[config.mk]
export PLATFORM = sky130hd
export DESIGN_NAME = lcm_ctrl
export DESIGN_NICKNAME = d
export VERILOG_FILES = /design/src/hdl/lcm_pkg.sv /design/src/hdl/lcm_ctrl.sv
export SDC_FILE = /design/constraint.sdc
export NUM_CORES = 1
export LEC_CHECK = 0
export BUFFER_PORTS_ARGS = -buffer_cell sky130_fd_sc_hd__buf_2
export CORE_MARGIN = 5
export CORE_UTILIZATION = 35
export CTS_BUF_LIST = sky130_fd_sc_hd__clkbuf_8
export DETAILED_ROUTE_END_ITERATION = 7
export PLACE_DENSITY_LB_ADDON = 0.05
export SYNTH_ARGS = -nofsm -noshare
export SYNTH_HDL_FRONTEND = slang
export SYNTH_SLANG_ARGS = --single-unit
[constraint.sdc]
create_clock -name clk -period 1.5 [get_ports clk]
set_input_delay 0.15 -clock clk [delete_from_list [all_inputs] [get_ports clk]]
set_output_delay 0.15 -clock clk [all_outputs]
set_load 0.01 [all_outputs]
[src/hdl/lcm_pkg.sv]
package lcm_pkg;
  // Maintenance operation codes
  typedef enum logic [2:0] {
    LCM_OP_NONE,
    LCM_OP_INVAL_SW,
    LCM_OP_CLEAN_INVAL_SW,
    LCM_OP_INVAL_POC,
    LCM_OP_CLEAN_INVAL_POC,
    LCM_OP_INVAL_POU,
    LCM_OP_CLEAN_INVAL_POU,
    LCM_OP_CLEAN_SW
  } lcm_op_t;

  typedef enum logic [1:0] {
    LCM_ST_IDLE,
    LCM_ST_SWEEP
  } lcm_state_t;

  // Shareability encodings
  localparam logic [1:0] LCM_SH_NON = 2'h0;
  localparam logic [1:0] LCM_SH_OUTER = 2'h2;
  localparam logic [1:0] LCM_SH_INNER = 2'h3;

  localparam int LCM_IC_WAYS = 2;
  localparam int LCM_DC_WAYS = 4;
  localparam int LCM_SETS_DEF = 256;
endpackage

[src/hdl/lcm_ctrl.sv]
`timescale 1ns/1ps
module lcm_ctrl #(
  parameter int SETS = lcm_pkg::LCM_SETS_DEF,
  parameter bit SECURITY_EXT = 1'b1
) (
  // Clock and reset
  input wire logic clk,
  input wire logic rstn,
  // Straps and power
  input wire logic reset_sweep_disable,
  input wire logic ram_power_domain,
  input wire logic core_power_domain,
  input wire logic ram_retention,
  // Control bits
  input wire logic data_cache_enable_bit,
  input wire logic instr_cache_enable_bit,
  input wire logic data_cache_active_bit,
  input wire logic instr_cache_active_bit,
  // Maintenance request (pipeline side)
  input wire logic maint_valid,
  input wire lcm_pkg::lcm_op_t maint_op,
  input wire logic maint_nonsecure,
  output logic maint_ack,
  output lcm_pkg::lcm_op_t maint_exec_op,
  output logic maint_exec_dcache,
  output logic maint_busy,
  input wire logic maint_done,
  // Barriers
  input wire logic data_sync_barrier,
  input wire logic data_memory_barrier,
  input wire logic instr_sync_barrier,
  input wire logic exception_pending,
  output logic barrier_stall,
  output logic barrier_order,
  output logic fetch_refresh,
  // Data and instruction access attributes
  input wire logic [1:0] region_shareability_field,
  input wire logic data_inner_cacheable,
  input wire logic instr_inner_cacheable,
  output logic data_lookup_en,
  output logic data_alloc_en,
  output logic data_cacheable,
  output logic instr_lookup_en,
  output logic instr_alloc_en,
  output logic instr_cacheable,
  // Sweep RAM port
  output logic sweep_busy,
  output logic sweep_wr,
  output logic [$clog2(SETS)-1:0] sweep_index,
  output logic [lcm_pkg::LCM_IC_WAYS-1:0] sweep_ic_way_we,
  output logic [lcm_pkg::LCM_DC_WAYS-1:0] sweep_dc_way_we
);
  localparam int IW = $clog2(SETS);
  localparam logic [IW-1:0] LAST_IDX = IW'(SETS - 1);
  localparam logic [IW-1:0] FIRST_IDX = '0;

  // Sweep counter wraps on a power of two only
  if (SETS < 2 || (SETS & (SETS - 1)) != 0)
  begin
    $error("SETS must be a power of two of at least 2");
  end

  typedef struct packed {
    lcm_pkg::lcm_state_t st;
    logic [IW-1:0] idx;
    logic [2:0] ram_sync;
    logic ram_lvl;
    logic [2:0] strap_sync;
    logic strap_lvl;
    logic core_q;
    logic boot;
    logic outstanding;
    lcm_pkg::lcm_op_t exec_op;
    logic exec_dc;
  } lcm_state_vec_t;

  lcm_state_vec_t s_q;
  lcm_state_vec_t s_d;
  logic ram_now;
  logic strap_now;
  logic ram_rise;
  logic trig;

  // Promote non-secure invalidates only with security present
  function automatic lcm_pkg::lcm_op_t promote(lcm_pkg::lcm_op_t op,
                                               logic ns);
    lcm_pkg::lcm_op_t r;
    r = op;
    if (ns && SECURITY_EXT)
    begin
      case (op)
        lcm_pkg::LCM_OP_INVAL_SW: r = lcm_pkg::LCM_OP_CLEAN_INVAL_SW;
        lcm_pkg::LCM_OP_INVAL_POC: r = lcm_pkg::LCM_OP_CLEAN_INVAL_POC;
        lcm_pkg::LCM_OP_INVAL_POU: r = lcm_pkg::LCM_OP_CLEAN_INVAL_POU;
        default: r = op;
      endcase
    end
    return r;
  endfunction

  // A pin level counts once the second and third stages agree
  function automatic logic agreed(logic [2:0] sync, logic lvl);
    return (sync[1] == sync[2]) ? sync[2] : lvl;
  endfunction

  // Lookups need an active cache and a finished sweep
  function automatic logic lookup_ok(logic active, logic busy);
    return active & ~busy;
  endfunction

  // Allocation needs lookup, the enable bit and a cacheable access
  function automatic logic alloc_ok(logic lookup, logic en, logic cache);
    return lookup & en & cache;
  endfunction

  assign ram_now = agreed(s_q.ram_sync, s_q.ram_lvl);
  assign strap_now = agreed(s_q.strap_sync, s_q.strap_lvl);
  // Retention keeps the RAMs powered, so it never counts as a rise
  assign ram_rise = ram_now & ~s_q.ram_lvl & ~ram_retention;
  // Strap gates only the first power-up after reset
  assign trig = ram_rise & (s_q.boot ? ~strap_now : s_q.core_q);

  always_comb
  begin
    s_d = s_q;
    s_d.ram_sync = {s_q.ram_sync[1:0], ram_power_domain};
    s_d.ram_lvl = ram_now;
    s_d.strap_sync = {s_q.strap_sync[1:0], reset_sweep_disable};
    s_d.strap_lvl = strap_now;
    s_d.core_q = core_power_domain;
    if (s_q.boot && ram_now)
      s_d.boot = 1'b0;
    case (s_q.st)
      lcm_pkg::LCM_ST_IDLE:
      begin
        if (trig)
        begin
          s_d.st = lcm_pkg::LCM_ST_SWEEP;
          s_d.idx = FIRST_IDX;
        end
      end
      lcm_pkg::LCM_ST_SWEEP:
      begin
        if (s_q.idx == LAST_IDX)
          s_d.st = lcm_pkg::LCM_ST_IDLE;
        else
          s_d.idx = s_q.idx + IW'(1);
      end
      default: s_d.st = lcm_pkg::LCM_ST_IDLE;
    endcase
    if (maint_ack)
    begin
      s_d.outstanding = 1'b1;
      s_d.exec_op = promote(maint_op, maint_nonsecure);
      s_d.exec_dc = maint_op != lcm_pkg::LCM_OP_NONE;
    end
    else if (maint_done)
      s_d.outstanding = 1'b0;
  end

  always_ff @(posedge clk or negedge rstn)
  begin
    if (!rstn)
    begin
      s_q.st <= lcm_pkg::LCM_ST_IDLE;
      s_q.idx <= '0;
      s_q.ram_sync <= 3'h0;
      s_q.ram_lvl <= 1'b0;
      s_q.strap_sync <= 3'h0;
      s_q.strap_lvl <= 1'b0;
      s_q.core_q <= 1'b0;
      s_q.boot <= 1'b1;
      s_q.outstanding <= 1'b0;
      s_q.exec_op <= lcm_pkg::LCM_OP_NONE;
      s_q.exec_dc <= 1'b0;
    end
    else
      s_q <= s_d;
  end

  // Sweep writes all ways at once, independent of the pipeline
  assign sweep_busy = s_q.st == lcm_pkg::LCM_ST_SWEEP;
  assign sweep_wr = sweep_busy;
  assign sweep_index = s_q.idx;
  assign sweep_ic_way_we = {lcm_pkg::LCM_IC_WAYS{sweep_busy}};
  assign sweep_dc_way_we = {lcm_pkg::LCM_DC_WAYS{sweep_busy}};

  // Maintenance swallowed during sweep or with the data cache inactive
  assign maint_ack = maint_valid & ~s_q.outstanding;
  assign maint_exec_op = s_q.exec_op;
  assign maint_exec_dcache = s_q.outstanding & s_q.exec_dc
    & ~sweep_busy & data_cache_active_bit;
  assign maint_busy = s_q.outstanding;

  // Exception releases the stall only; sweep is untouched
  assign barrier_stall = data_sync_barrier & ~exception_pending
    & (sweep_busy | s_q.outstanding);
  assign barrier_order = (data_memory_barrier | data_sync_barrier)
    & s_q.outstanding;
  assign fetch_refresh = instr_sync_barrier & ~s_q.outstanding;

  // Shared data bypasses the cache; coherency is left to the system
  assign data_cacheable = data_inner_cacheable & ~sweep_busy
    & (region_shareability_field == lcm_pkg::LCM_SH_NON);
  assign data_lookup_en = lookup_ok(data_cache_active_bit,
    sweep_busy);
  assign data_alloc_en = alloc_ok(data_lookup_en, data_cache_enable_bit,
    data_cacheable);
  assign instr_cacheable = instr_inner_cacheable;
  assign instr_lookup_en = lookup_ok(instr_cache_active_bit,
    sweep_busy);
  assign instr_alloc_en = alloc_ok(instr_lookup_en, instr_cache_enable_bit,
    instr_cacheable);
endmodule

==> results of run 1 <==
## worst min-delay path by stage
stage | from | to | slack [ps] | depth (start not counted)
2_1_floorplan | rstn | maint_busy | -150 | 0
3_3_place_gp | rstn | sweep_index[5] | 160 | 1
3_5_place_dp | rstn | sweep_index[5] | 170 | 1
4_1_cts | maint_done | maint_busy | 60 | 2
5_1_grt | maint_done | maint_busy | 60 | 2
6_report | maint_done | maint_busy | 60 | 2
## critical path, stage by stage, from the launching register on
cell       delay [ps]
dfrtp_1           390
maj3_2            340
a2111oi_4         350
nor2_4            120
a221o_1           320
## kinds of logic (layout without fill, tap and decap cells)
family                   count (synthesis)  after routing  synth area share [%]
AND/OR/NAND/NOR                         36             36                  16.6
flip-flops                              24             24                  50.9
buffers and inverters                   23             77                  13.3
AO/OA/AOI/OAI                           16             16                  11.6
XOR/XNOR                                 5              5                  3.70
adder cells (fa/ha/maj)                  3              3                  2.86
multiplexers                             1              1                 0.952
## cells in the final DEF (no fill, tap or decap), types with 2 or more instances in the layout
master and count:
nand2_1 11, o21ai_0 4, a22o_1 6, dlygate4sd3_1 4, inv_1 3, nor2b_1 3, nor2b_2 2, nor2_1 5
clkbuf_8 4, nand3_1 2, and3_1 4, buf_2 54, buf_4 10, xnor2_1 4, dfrtp_1 22
## Yosys cell counts, types with 2 or more instances
cell / count / area share [%]
nor2b_1: 5 / 2.6
o21ai_0: 4 / 1.7
nand3_1: 2 / 0.85
buf_4: 19 / 12
nand2_1: 11 / 3.5
inv_1: 3 / 0.95
a22o_1: 6 / 4.4
dfrtp_1: 23 / 49
xnor2_1: 4 / 3.0
and3_1: 4 / 2.1
nor2_1: 5 / 1.6
## state kept, by name (all words and copies together) (netlist names)
name,cells
sweep_index,8
maint_exec_op,3
maint_busy,1
s_q,8
s_d,4
## report_power, final
| group | switching, W | internal (W) |
|---|---|---|
| registers | 0.0000770 | 0.000761 |
| logic | 0.000348 | 0.000390 |
| clock network | 0.000195 | 0.000234 |
## timing repair
item,4_1_cts,5_1_grt
gates cloned,0,0
hold buffers,4,0
pin swaps,3,2
buffers inserted,3,0
hold endpoints to repair,26,0
endpoints found under the setup margin,11,12
resized for setup,5,2
## through the flow
stage	hold WS (ps)	cells	TNS (ps)	util, %	area, um^2
4_1_cts	56.4	208	-477	48.4	1600
3_3_place_gp	162	197	-268	44.1	1460
2_1_floorplan	-146	108	-73.1	-	1210
3_5_place_dp	169	197	-387	44.1	1460
5_1_grt	61.0	208	-799	48.6	1610
6_report	57.5	208	-390	48.6	1610
## layer usage
| layer | up-vias | GRT usage (%) |
|---|---|---|
| met1 | 467 | 13.4 |
| met3 | 2 | 3.78 |
| li1 | 463 | - |
| met5 | - | 0 |
| met4 | 0 | 1.49 |
| met2 | 39 | 20.2 |
## layout make-up
class,instances,area (um^2)
fillers,324,1700
flip-flops and latches,24,603
multi-input cells,61,464
repair buffers,70,417
well taps,46,57.6
clock buffers,4,55.1
inverters,3,11.3
==> summary.txt, run 1 <==
Synth
  • Syn Nets: ~130
  • Post-synthesis cell type count: 33
  • Post-synth EDFFs: 0
  • Seq/Total Area, Yosys: 50.9%
  • Ys async rst share: between 90% and 100%
  • Syn avg cell area: 10.9 um^2
  • Cells after synthesis: 108
  • Main flop type after synthesis: dfrtp_1
  • Synth Warn #: 0
  • Mapped Area: between 1000 and 1500 um^2
  • Yosys reg bits: 24

Placed design
  • Final HPWL DP: approximately 1.9 mm
  • Post-place setup slack: -127 ps
  • PortBufs: 54
  • GPL Wtd Cong: 0.751

Setup path
  • R2R setup slack: -130 ps
  • Required @ worst endpoint: 1650 ps
  • Worst endpoint data arrival time: about 1800 ps
  • Crit path launch: s_d[10]
  • Critical Path End: sweep_index[2]
  • Critical Path End Type: flip-flop
  • Reg2Reg Capture Point: sweep_index[2]
  • R2R cell count: 4
  • WS Path Type: reg -> reg
  • RR Startpoint: s_d[10]
  • Critical Path Source Type: flip-flop
  • CP Max Fanout: 9

Route
  • Total Wirelength: ~2.5 mm
  • Drt initial violations: 26
  • Metal2 WL: roughly 1.2 mm
  • Pre-antenna DRT Iters: 2
  • WL/cell: about 12 um
  • Met3 Wirelength: 209 um
  • Antenna Nets Post-Route: 0
  • Top Layer Used: met4
  • Vias per cell: 4.67
  • DRC viols: 0
  • Met1 wire length: 1.08 mm
  • Vias: between 900 and 1000

STA
  • Setup slack after layout: -128 ps
  • Final Cycle Share: 109%
  • Final min period: approximately 1600 ps
  • Final clock skew: approximately 4.2 ps
  • Fmax: 614 MHz
  • Slew margin rel.: 65.2%
  • Least-Margin Pin Slew: 523 ps
  • Final Max Tran Viols: 0
  • RSZ-0062 raised after global routing: yes
  • Fin. Hold Viols: 0
  • Final setup vio count: 7

Clock tree
  • Htree depth: 1
  • TritonCTS clock tree: built
  • Worst-Skew Late Latency: approximately 260 ps
  • Clock Sinks: 24
  • CTS Buf Count: 3
  • CTS Root Buffer Type: clkbuf_8
  • Clock Tree Buf Depth: 2
  • CTS clk-pin slew, worst paths: approximately 80 ps

GRT
  • Initial antenna violation count: 0
  • Grt total ovfl: 0
  • First-pass GRT wire length: about 4.0 mm
  • Total GRT Usage: ~11%
  • Vias in the first global route: between 900 and 1000
  • Pin count of the biggest net entering global routing: 25

Die
  • Starting density of the core: 35.7%
  • Num rows: 21
  • Die area: about 4600 um^2
  • Die Width: between 60 and 70 um
  • Area of the core: ~3300 um^2
  • Die Y: a little under 70 um
  • Ports: 55

Layout
  • Ratio of cells with drive above 1 in the final layout: 49.4%
  • Layout net count: 188
  • Ant. Diodes: 0
  • Area grow syn2layout: 36.0%

Pwr
  • Peak VDD IR: about 0.57 mV
  • Lkg Pwr: 0.822 nW
  • Post-route total power: roughly 0.002 W
  • Power density cells: around 1200 nW/um^2

Run
  • Max-Cap Viols: 0

Outcome
  • Violated checks: negative setup slack
  • Status: complete, but fails checks

Hold path
  • Worst Hold Class: in -> reg
(Power assumes the default switching activity.)
==> run 2, diff against run 1 <==
- clock period: 1.5 -> 1.64 ns (I/O delays scaled with it)
==> run 2 against run 1 <==
Against the previous run:
- clock skew decreased by 3.0 ps
- via count decreased by 4.7%
- worst setup slack improved by 110 ps
- sequential cell count unchanged
- the flow still finishes with violations (negative setup slack)
- sequential share of layout area increased by 0.82 points
- clock power increased by 21%
- critical path depth increased by 1
- sequential power decreased by 6.6%
- hold slack improved by 8.8 ps
- combinational power decreased by 18%
==> summary.txt, run 2 (synthesized netlist as in run 1, its figures left out) <==
Setup path
  • Slowest stage delay, CP: 390 ps (about the same)
  • WS Path Type: reg -> reg
  • Required @ worst endpoint: 1800 ps (+150 ps)
  • Critical Path End Type: flip-flop
  • CP cell instances: maj3_2 -> a2111oi_4 -> buf_4 -> nor2_4 -> a22o_1
  • Worst endpoint data arrival time: 1820 ps (+40 ps)
  • CP Max Fanout: 4 (-5)
  • Critical Path Source Type: flip-flop
  • Crit path max-delay cell type: dfrtp_1
  • Crit path max-delay family: compound AO/OA/AOI/OAI gates
  • Worst Path Buf+Inv: 1 (+1)

Route
  • Antenna Nets Post-Route: 0 (unchanged)
  • Total Wirelength: 2.49 mm (-0.48%)
  • DRC viols: 0 (unchanged)
  • Vias: 925 (-4.7%)
  • Vias per cell: 4.51 (-3.3%)
  • Pre-antenna DRT Iters: 4 (+2)
  • WL/cell: 12.1 um (+0.98%)
  • Drt initial violations: 42 (+62%)

Pwr
  • Part of the power in combinational logic: 31.8% (-5.0 points)
  • Fraction of power spent switching nets: 30.3% (-0.64 points)
  • Sw Pwr: 0.000578 W (-6.8%)
  • Seq pwr share: 41.0% (-0.8 points)
  • Int Power: 0.00133 W (-4.0%)
  • Post-route total power: 0.00191 W (-4.8%)
  • Lkg Pwr: 0.801 nW (-2.6%)
  • Clock network fraction of design power: 27.2% (+5.8 points)
  • Peak VDD IR: 0.387 mV (-32%)
  • Power density cells: 1220 nW/um^2 (-2.6%)

STA
  • RSZ-0062 raised after global routing: yes
  • TNS Setup: -33.3 ps (+356 ps)
  • Fin. Hold Viols: 0 (unchanged)
  • Slew margin rel.: 65.4% (+0.22 points)
  • Least-Margin Pin Slew: 520 ps (-3.23 ps)
  • Final min period: 1660 ps (+31.4 ps)
  • Setup slack after layout: -19.7 ps (+109 ps)
  • Final clock skew: 1.18 ps (-3.03 ps)
  • Fmax: 603 MHz (-1.9%)
  • Final Max Tran Viols: 0 (unchanged)
  • Final setup vio count: 3 (-4)
  • Final Cycle Share: 101% (-7.4 points)

GRT
  • Initial antenna violation count: 0 (unchanged)
  • First-pass GRT wire length: 4.02 mm (+1.0%)
  • Grt total ovfl: 0 (unchanged)
  • Total GRT Usage: 11.6% (+0.26 points)
  • Pin count of the biggest net entering global routing: 25 (unchanged)
  • Vias in the first global route: 939 (+0.21%)

Clock tree
  • Worst-Skew Late Latency: 260 ps (about the same)
  • Htree depth: 1 (unchanged)
  • Clock Sinks: 24 (unchanged)
  • CTS Root Buffer Type: clkbuf_8
  • TritonCTS clock tree: built
  • CTS clk-pin slew, worst paths: 90 ps (about the same)
  • CTS Buf Count: 3 (unchanged)
  • Clock Tree Buf Depth: 2 (unchanged)

Outcome
  • Status: complete, but fails checks
  • Violated checks: negative setup slack

Layout
  • Most frequent cells in the layout: buf_2, dfrtp_1, nand2_1
  • Ratio of cells with drive above 1 in the final layout: 45.9% (-3.5 points)
  • Post-layout util: 47.4% (-1.1 points)
  • Multi-input gate area: 454 um^2 (-2.2%)
  • Commonest non-fill, non-tap cell in the layout: buf_2
  • Layout net count: 185 (-1.6%)
  • Ant. Diodes: 0 (unchanged)
  • Fill cells: 320 (-1.2%)
  • Register area: 602 um^2 (-0.21%)
  • Area grow syn2layout: 32.8%

Die
  • Num rows: 21 (unchanged)
  • Die Width: 68.1 um (unchanged)
  • Area of the core: 3310 um^2 (unchanged)
  • Die area: 4640 um^2 (unchanged)
  • Die Y: 68.1 um (unchanged)
  • Ports: 55 (unchanged)
  • Starting density of the core: 35.7% (unchanged)

Run
  • Max-Cap Viols: 0 (unchanged)

Hold path
  • Worst Hold Class: in -> reg

Placed design
  • Final HPWL DP: 1.82 mm (-5.4%)
  • PortBufs: 54 (unchanged)
  • GPL Wtd Cong: 0.749 (-0.29%)
-- run 2: final timing paths --
path                       slack (ps)       start  cells past startpoint             end
max                               -20     s_d[10]                      5  sweep_index[4]
min                                70  maint_done                      2      maint_busy
max reg2reg                       -20     s_d[10]                      5  sweep_index[4]
min reg2reg                       360      s_d[9]                      0         s_d[10]
max in group asynchronous         880        rstn                      2          s_q[5]
min in group asynchronous         400        rstn                      2         s_d[10]
-- run 2: what timing repair did --
| item | 4_1_cts | 5_1_grt |
|---|---|---|
| hold buffers | 4 | 0 |
| buffers inserted | 2 | 0 |
| resized for setup | 3 | 1 |
| setup endpoints to repair | 7 | 9 |
| cloned | 1 | 0 |
| pin swaps | 6 | 3 |
| endpoints found under the hold margin | 26 | 0 |
-- run 2: worst reg2reg max path: stages (launching register included) --
cell and delay (ps):
dfrtp_1 390, maj3_2 350, a2111oi_4 380, buf_4 190, nor2_4 40, a22o_1 210
-- run 2: per-layer routing --
metal	track usage (%)	routed length (um)	vias up
met5	0	0	-
met4	6.70	29	0
met3	2.30	195	2
met2	17.7	1150	38
met1	15.0	1110	427
li1	-	-	458
-- run 2: final cells by class --
| cell class | count | area share (%) |
|---|---|---|
| flip-flops and latches | 24 | 38.3 |
| multi-input cells | 62 | 28.9 |
| repair buffers | 66 | 23.8 |
| inverters | 3 | 0.717 |
| well taps | 46 | 3.67 |
| clock inverters | 1 | 1.91 |
| clock buffers | 3 | 2.63 |
-- run 2: through the flow --
| step | setup WS [ps] | instance area (um^2) | cells | hold slack (ps) |
|---|---|---|---|---|
| 4_1_cts | -16.9 | 1570 | 205 | 60.1 |
| 5_1_grt | -101 | 1570 | 205 | 79.3 |
| 2_1_floorplan | 31.3 | 1190 | 108 | -132 |
| 3_5_place_dp | -62.5 | 1420 | 194 | 170 |
| 3_3_place_gp | -33.9 | 1420 | 194 | 176 |
| 6_report | -19.7 | 1570 | 205 | 66.3 |
-- run 2: power by group through the flow --
stage	sequential, W	combinational, W	clock (W)
floorplan	0.000801	0.000429	0
global placement	0.000789	0.000582	0
CTS	0.000783	0.000616	0.000524
global route	0.000800	0.000678	0.000550
finish	0.000783	0.000607	0.000519
detailed placement	0.000794	0.000588	0
==> run 3, diff against run 2 <==
- SETUP_SLACK_MARGIN: not set -> 0.4
- clock period: 1.64 -> 1.6 ns (I/O delays scaled with it)
==> run 3 against run 2 <==
Against the previous run:
- the flow still finishes with violations (negative setup slack)
- global-route usage fell by 0.51 points
- register-to-register slack got worse by 70 ps
- power increased by 7.9%
- final cell count increased by 3.4%
- worst setup slack worse by 71 ps
- sequential power is 4.5% higher
- hold slack is essentially flat
- maximum frequency down 1.8%
- count of clock-buffer cells in the layout is the same
- critical path type unchanged
==> summary.txt, run 3 (synthesized netlist as in run 1, its figures left out) <==
STA
  • Setup slack after layout: -90.7 ps (-70.9 ps)
  • Slew margin rel.: 65.3% (-0.093 points)
  • Final Max Tran Viols: 0 (unchanged)
  • TNS Setup: -285 ps (-252 ps)
  • Final Cycle Share: 106% (+4.5 points)
  • Least-Margin Pin Slew: 521 ps (+1.40 ps)
  • Final clock skew: 4.93 ps (+3.75 ps)
  • Fin. Hold Viols: 0 (unchanged)
  • Fmax: 591 MHz (-1.8%)
  • RSZ-0062 raised after global routing: yes
  • Final min period: 1690 ps (+30.9 ps)
  • Final setup vio count: 4 (+1)

Outcome
  • Violated checks: negative setup slack
  • Status: complete, but fails checks

Clock tree
  • CTS Root Buffer Type: clkbuf_8
  • Worst-Skew Late Latency: 260 ps (about the same)
  • Clock Sinks: 24 (unchanged)
  • TritonCTS clock tree: built
  • CTS clk-pin slew, worst paths: 80 ps (about the same)
  • Clock Tree Buf Depth: 2 (unchanged)
  • CTS Buf Count: 3 (unchanged)
  • Htree depth: 1 (unchanged)

GRT
  • Grt total ovfl: 0 (unchanged)
  • Pin count of the biggest net entering global routing: 25 (unchanged)
  • Vias in the first global route: 863 (-8.1%)
  • First-pass GRT wire length: 3.93 mm (-2.2%)
  • Total GRT Usage: 11.0% (-0.51 points)
  • Initial antenna violation count: 0 (unchanged)

Route
  • Antenna Nets Post-Route: 0 (unchanged)
  • WL/cell: 12.5 um (+2.8%)
  • Drt initial violations: 23 (-45%)
  • Total Wirelength: 2.64 mm (+6.4%)
  • Vias: 964 (+4.2%)
  • Vias per cell: 4.55 (+0.78%)
  • DRC viols: 0 (unchanged)
  • Pre-antenna DRT Iters: 4 (unchanged)

Pwr
  • Power density cells: 1150 nW/um^2 (-5.0%)
  • Peak VDD IR: 0.629 mV (+62%)
  • Post-route total power: 0.00206 W (+7.9%)
  • Sw Pwr: 0.000607 W (+4.9%)
  • Int Power: 0.00145 W (+9.2%)
  • Seq pwr share: 39.7% (-1.3 points)
  • Part of the power in combinational logic: 35.1% (+3.3 points)
  • Clock network fraction of design power: 25.2% (-2.0 points)
  • Fraction of power spent switching nets: 29.5% (-0.84 points)
  • Lkg Pwr: 0.887 nW (+11%)

Die
  • Die area: 4640 um^2 (unchanged)
  • Ports: 55 (unchanged)
  • Num rows: 21 (unchanged)
  • Area of the core: 3310 um^2 (unchanged)
  • Die Width: 68.1 um (unchanged)
  • Starting density of the core: 35.7% (unchanged)
  • Die Y: 68.1 um (unchanged)

Setup path
  • Critical Path End Type: flip-flop
  • Worst endpoint data arrival time: 1850 ps (+30 ps)
  • CP Max Fanout: 4 (unchanged)
  • Critical Path Source Type: flip-flop
  • WS Path Type: reg -> reg
  • Crit path launch: s_d[10]
  • RR Startpoint: s_d[10]
  • Required @ worst endpoint: 1760 ps (-40 ps)

Layout
  • Area grow syn2layout: 50.9%
  • Commonest non-fill, non-tap cell in the layout: buf_2
  • Ratio of cells with drive above 1 in the final layout: 55.4% (+9.5 points)
  • Layout net count: 192 (+3.8%)
  • Ant. Diodes: 0 (unchanged)
  • Most frequent cells in the layout: buf_2, dfrtp_1, buf_6
  • Fill cells: 328 (+2.5%)
  • Fin area: 1780 um^2 (+14%)
  • Register area: 604 um^2 (+0.42%)
  • Multi-input gate area: 508 um^2 (+12%)

Placed design
  • PortBufs: 54 (unchanged)
  • GPL Wtd Cong: 0.726 (-3.1%)
  • Final HPWL DP: 1.84 mm (+1.1%)
  • Placed Area: 1450 um^2 (+2.2%)

Hold path
  • Worst Hold Class: in -> reg
  • Hold Path Origin: maint_done

Run
  • Max-Cap Viols: 0 (unchanged)
run 3: cell types whose count changed in the layout (fill, tap and decap cells not counted), sizes merged:
cell	delta
buf	+6
clkbuf	+1
run 3: final timing paths:
| kind | to | slack, ps | depth (start not counted) |
|---|---|---|---|
| max | sweep_index[5] | -90 | 5 |
| min | maint_busy | 70 | 2 |
| max reg2reg | sweep_index[5] | -90 | 5 |
| min reg2reg | s_d[14] | 350 | 0 |
| max in group asynchronous | maint_busy | 810 | 2 |
| min in group asynchronous | sweep_index[6] | 400 | 2 |
run 3: repair_timing:
item / CTS / global route
pin swaps: 1 / 7
hold buffers: 4 / 0
endpoints found under the setup margin: 25 / 18
resized for setup: 7 / 20
hold endpoints to repair: 26 / 0
cloned: 1 / 1
setup buffers: 4 / 6
run 3: cell type report:
type / count / area share (%)
inverters: 3 / 0.631
well taps: 46 / 3.23
multi-input cells: 62 / 28.5
flip-flops and latches: 24 / 33.9
clock inverters: 1 / 1.68
clock buffers: 3 / 2.31
repair buffers: 73 / 29.8
run 3: critical path: stages, from the launching register on:
cell and delay [ps]:
dfrtp_1 390, maj3_2 340, a2111oi_4 380, buf_4 190
nor2_4 50, a22o_1 230
run 3: power groups by stage:
stage | combinational (W) | sequential, W | clock (W)
floorplan | 0.000455 | 0.000823 | 0
global placement | 0.000576 | 0.000822 | 0
detailed placement | 0.000584 | 0.000825 | 0
CTS | 0.000623 | 0.000816 | 0.000540
global route | 0.000788 | 0.000833 | 0.000562
finish | 0.000723 | 0.000818 | 0.000518
run 3: layer usage:
metal	global-route usage, %	up-vias	share of wire [%]
met5	0	-	0
met4	2.23	0	0.83
met3	3.61	4	7.3
met2	17.2	38	49
met1	15.0	451	43
li1	-	471	-
run 3: metrics by stage:
step,hold slack (ps),setup slack (ps),utilization [%],instances
after CTS,64.9,-86.1,48.9,205
after global placement,171,-15.0,43.7,192
after detailed placement,179,-56.8,43.7,192
after floorplan,-136,40.1,-,108
final,66.4,-90.7,53.9,212
after global routing,53.9,-168,53.9,212
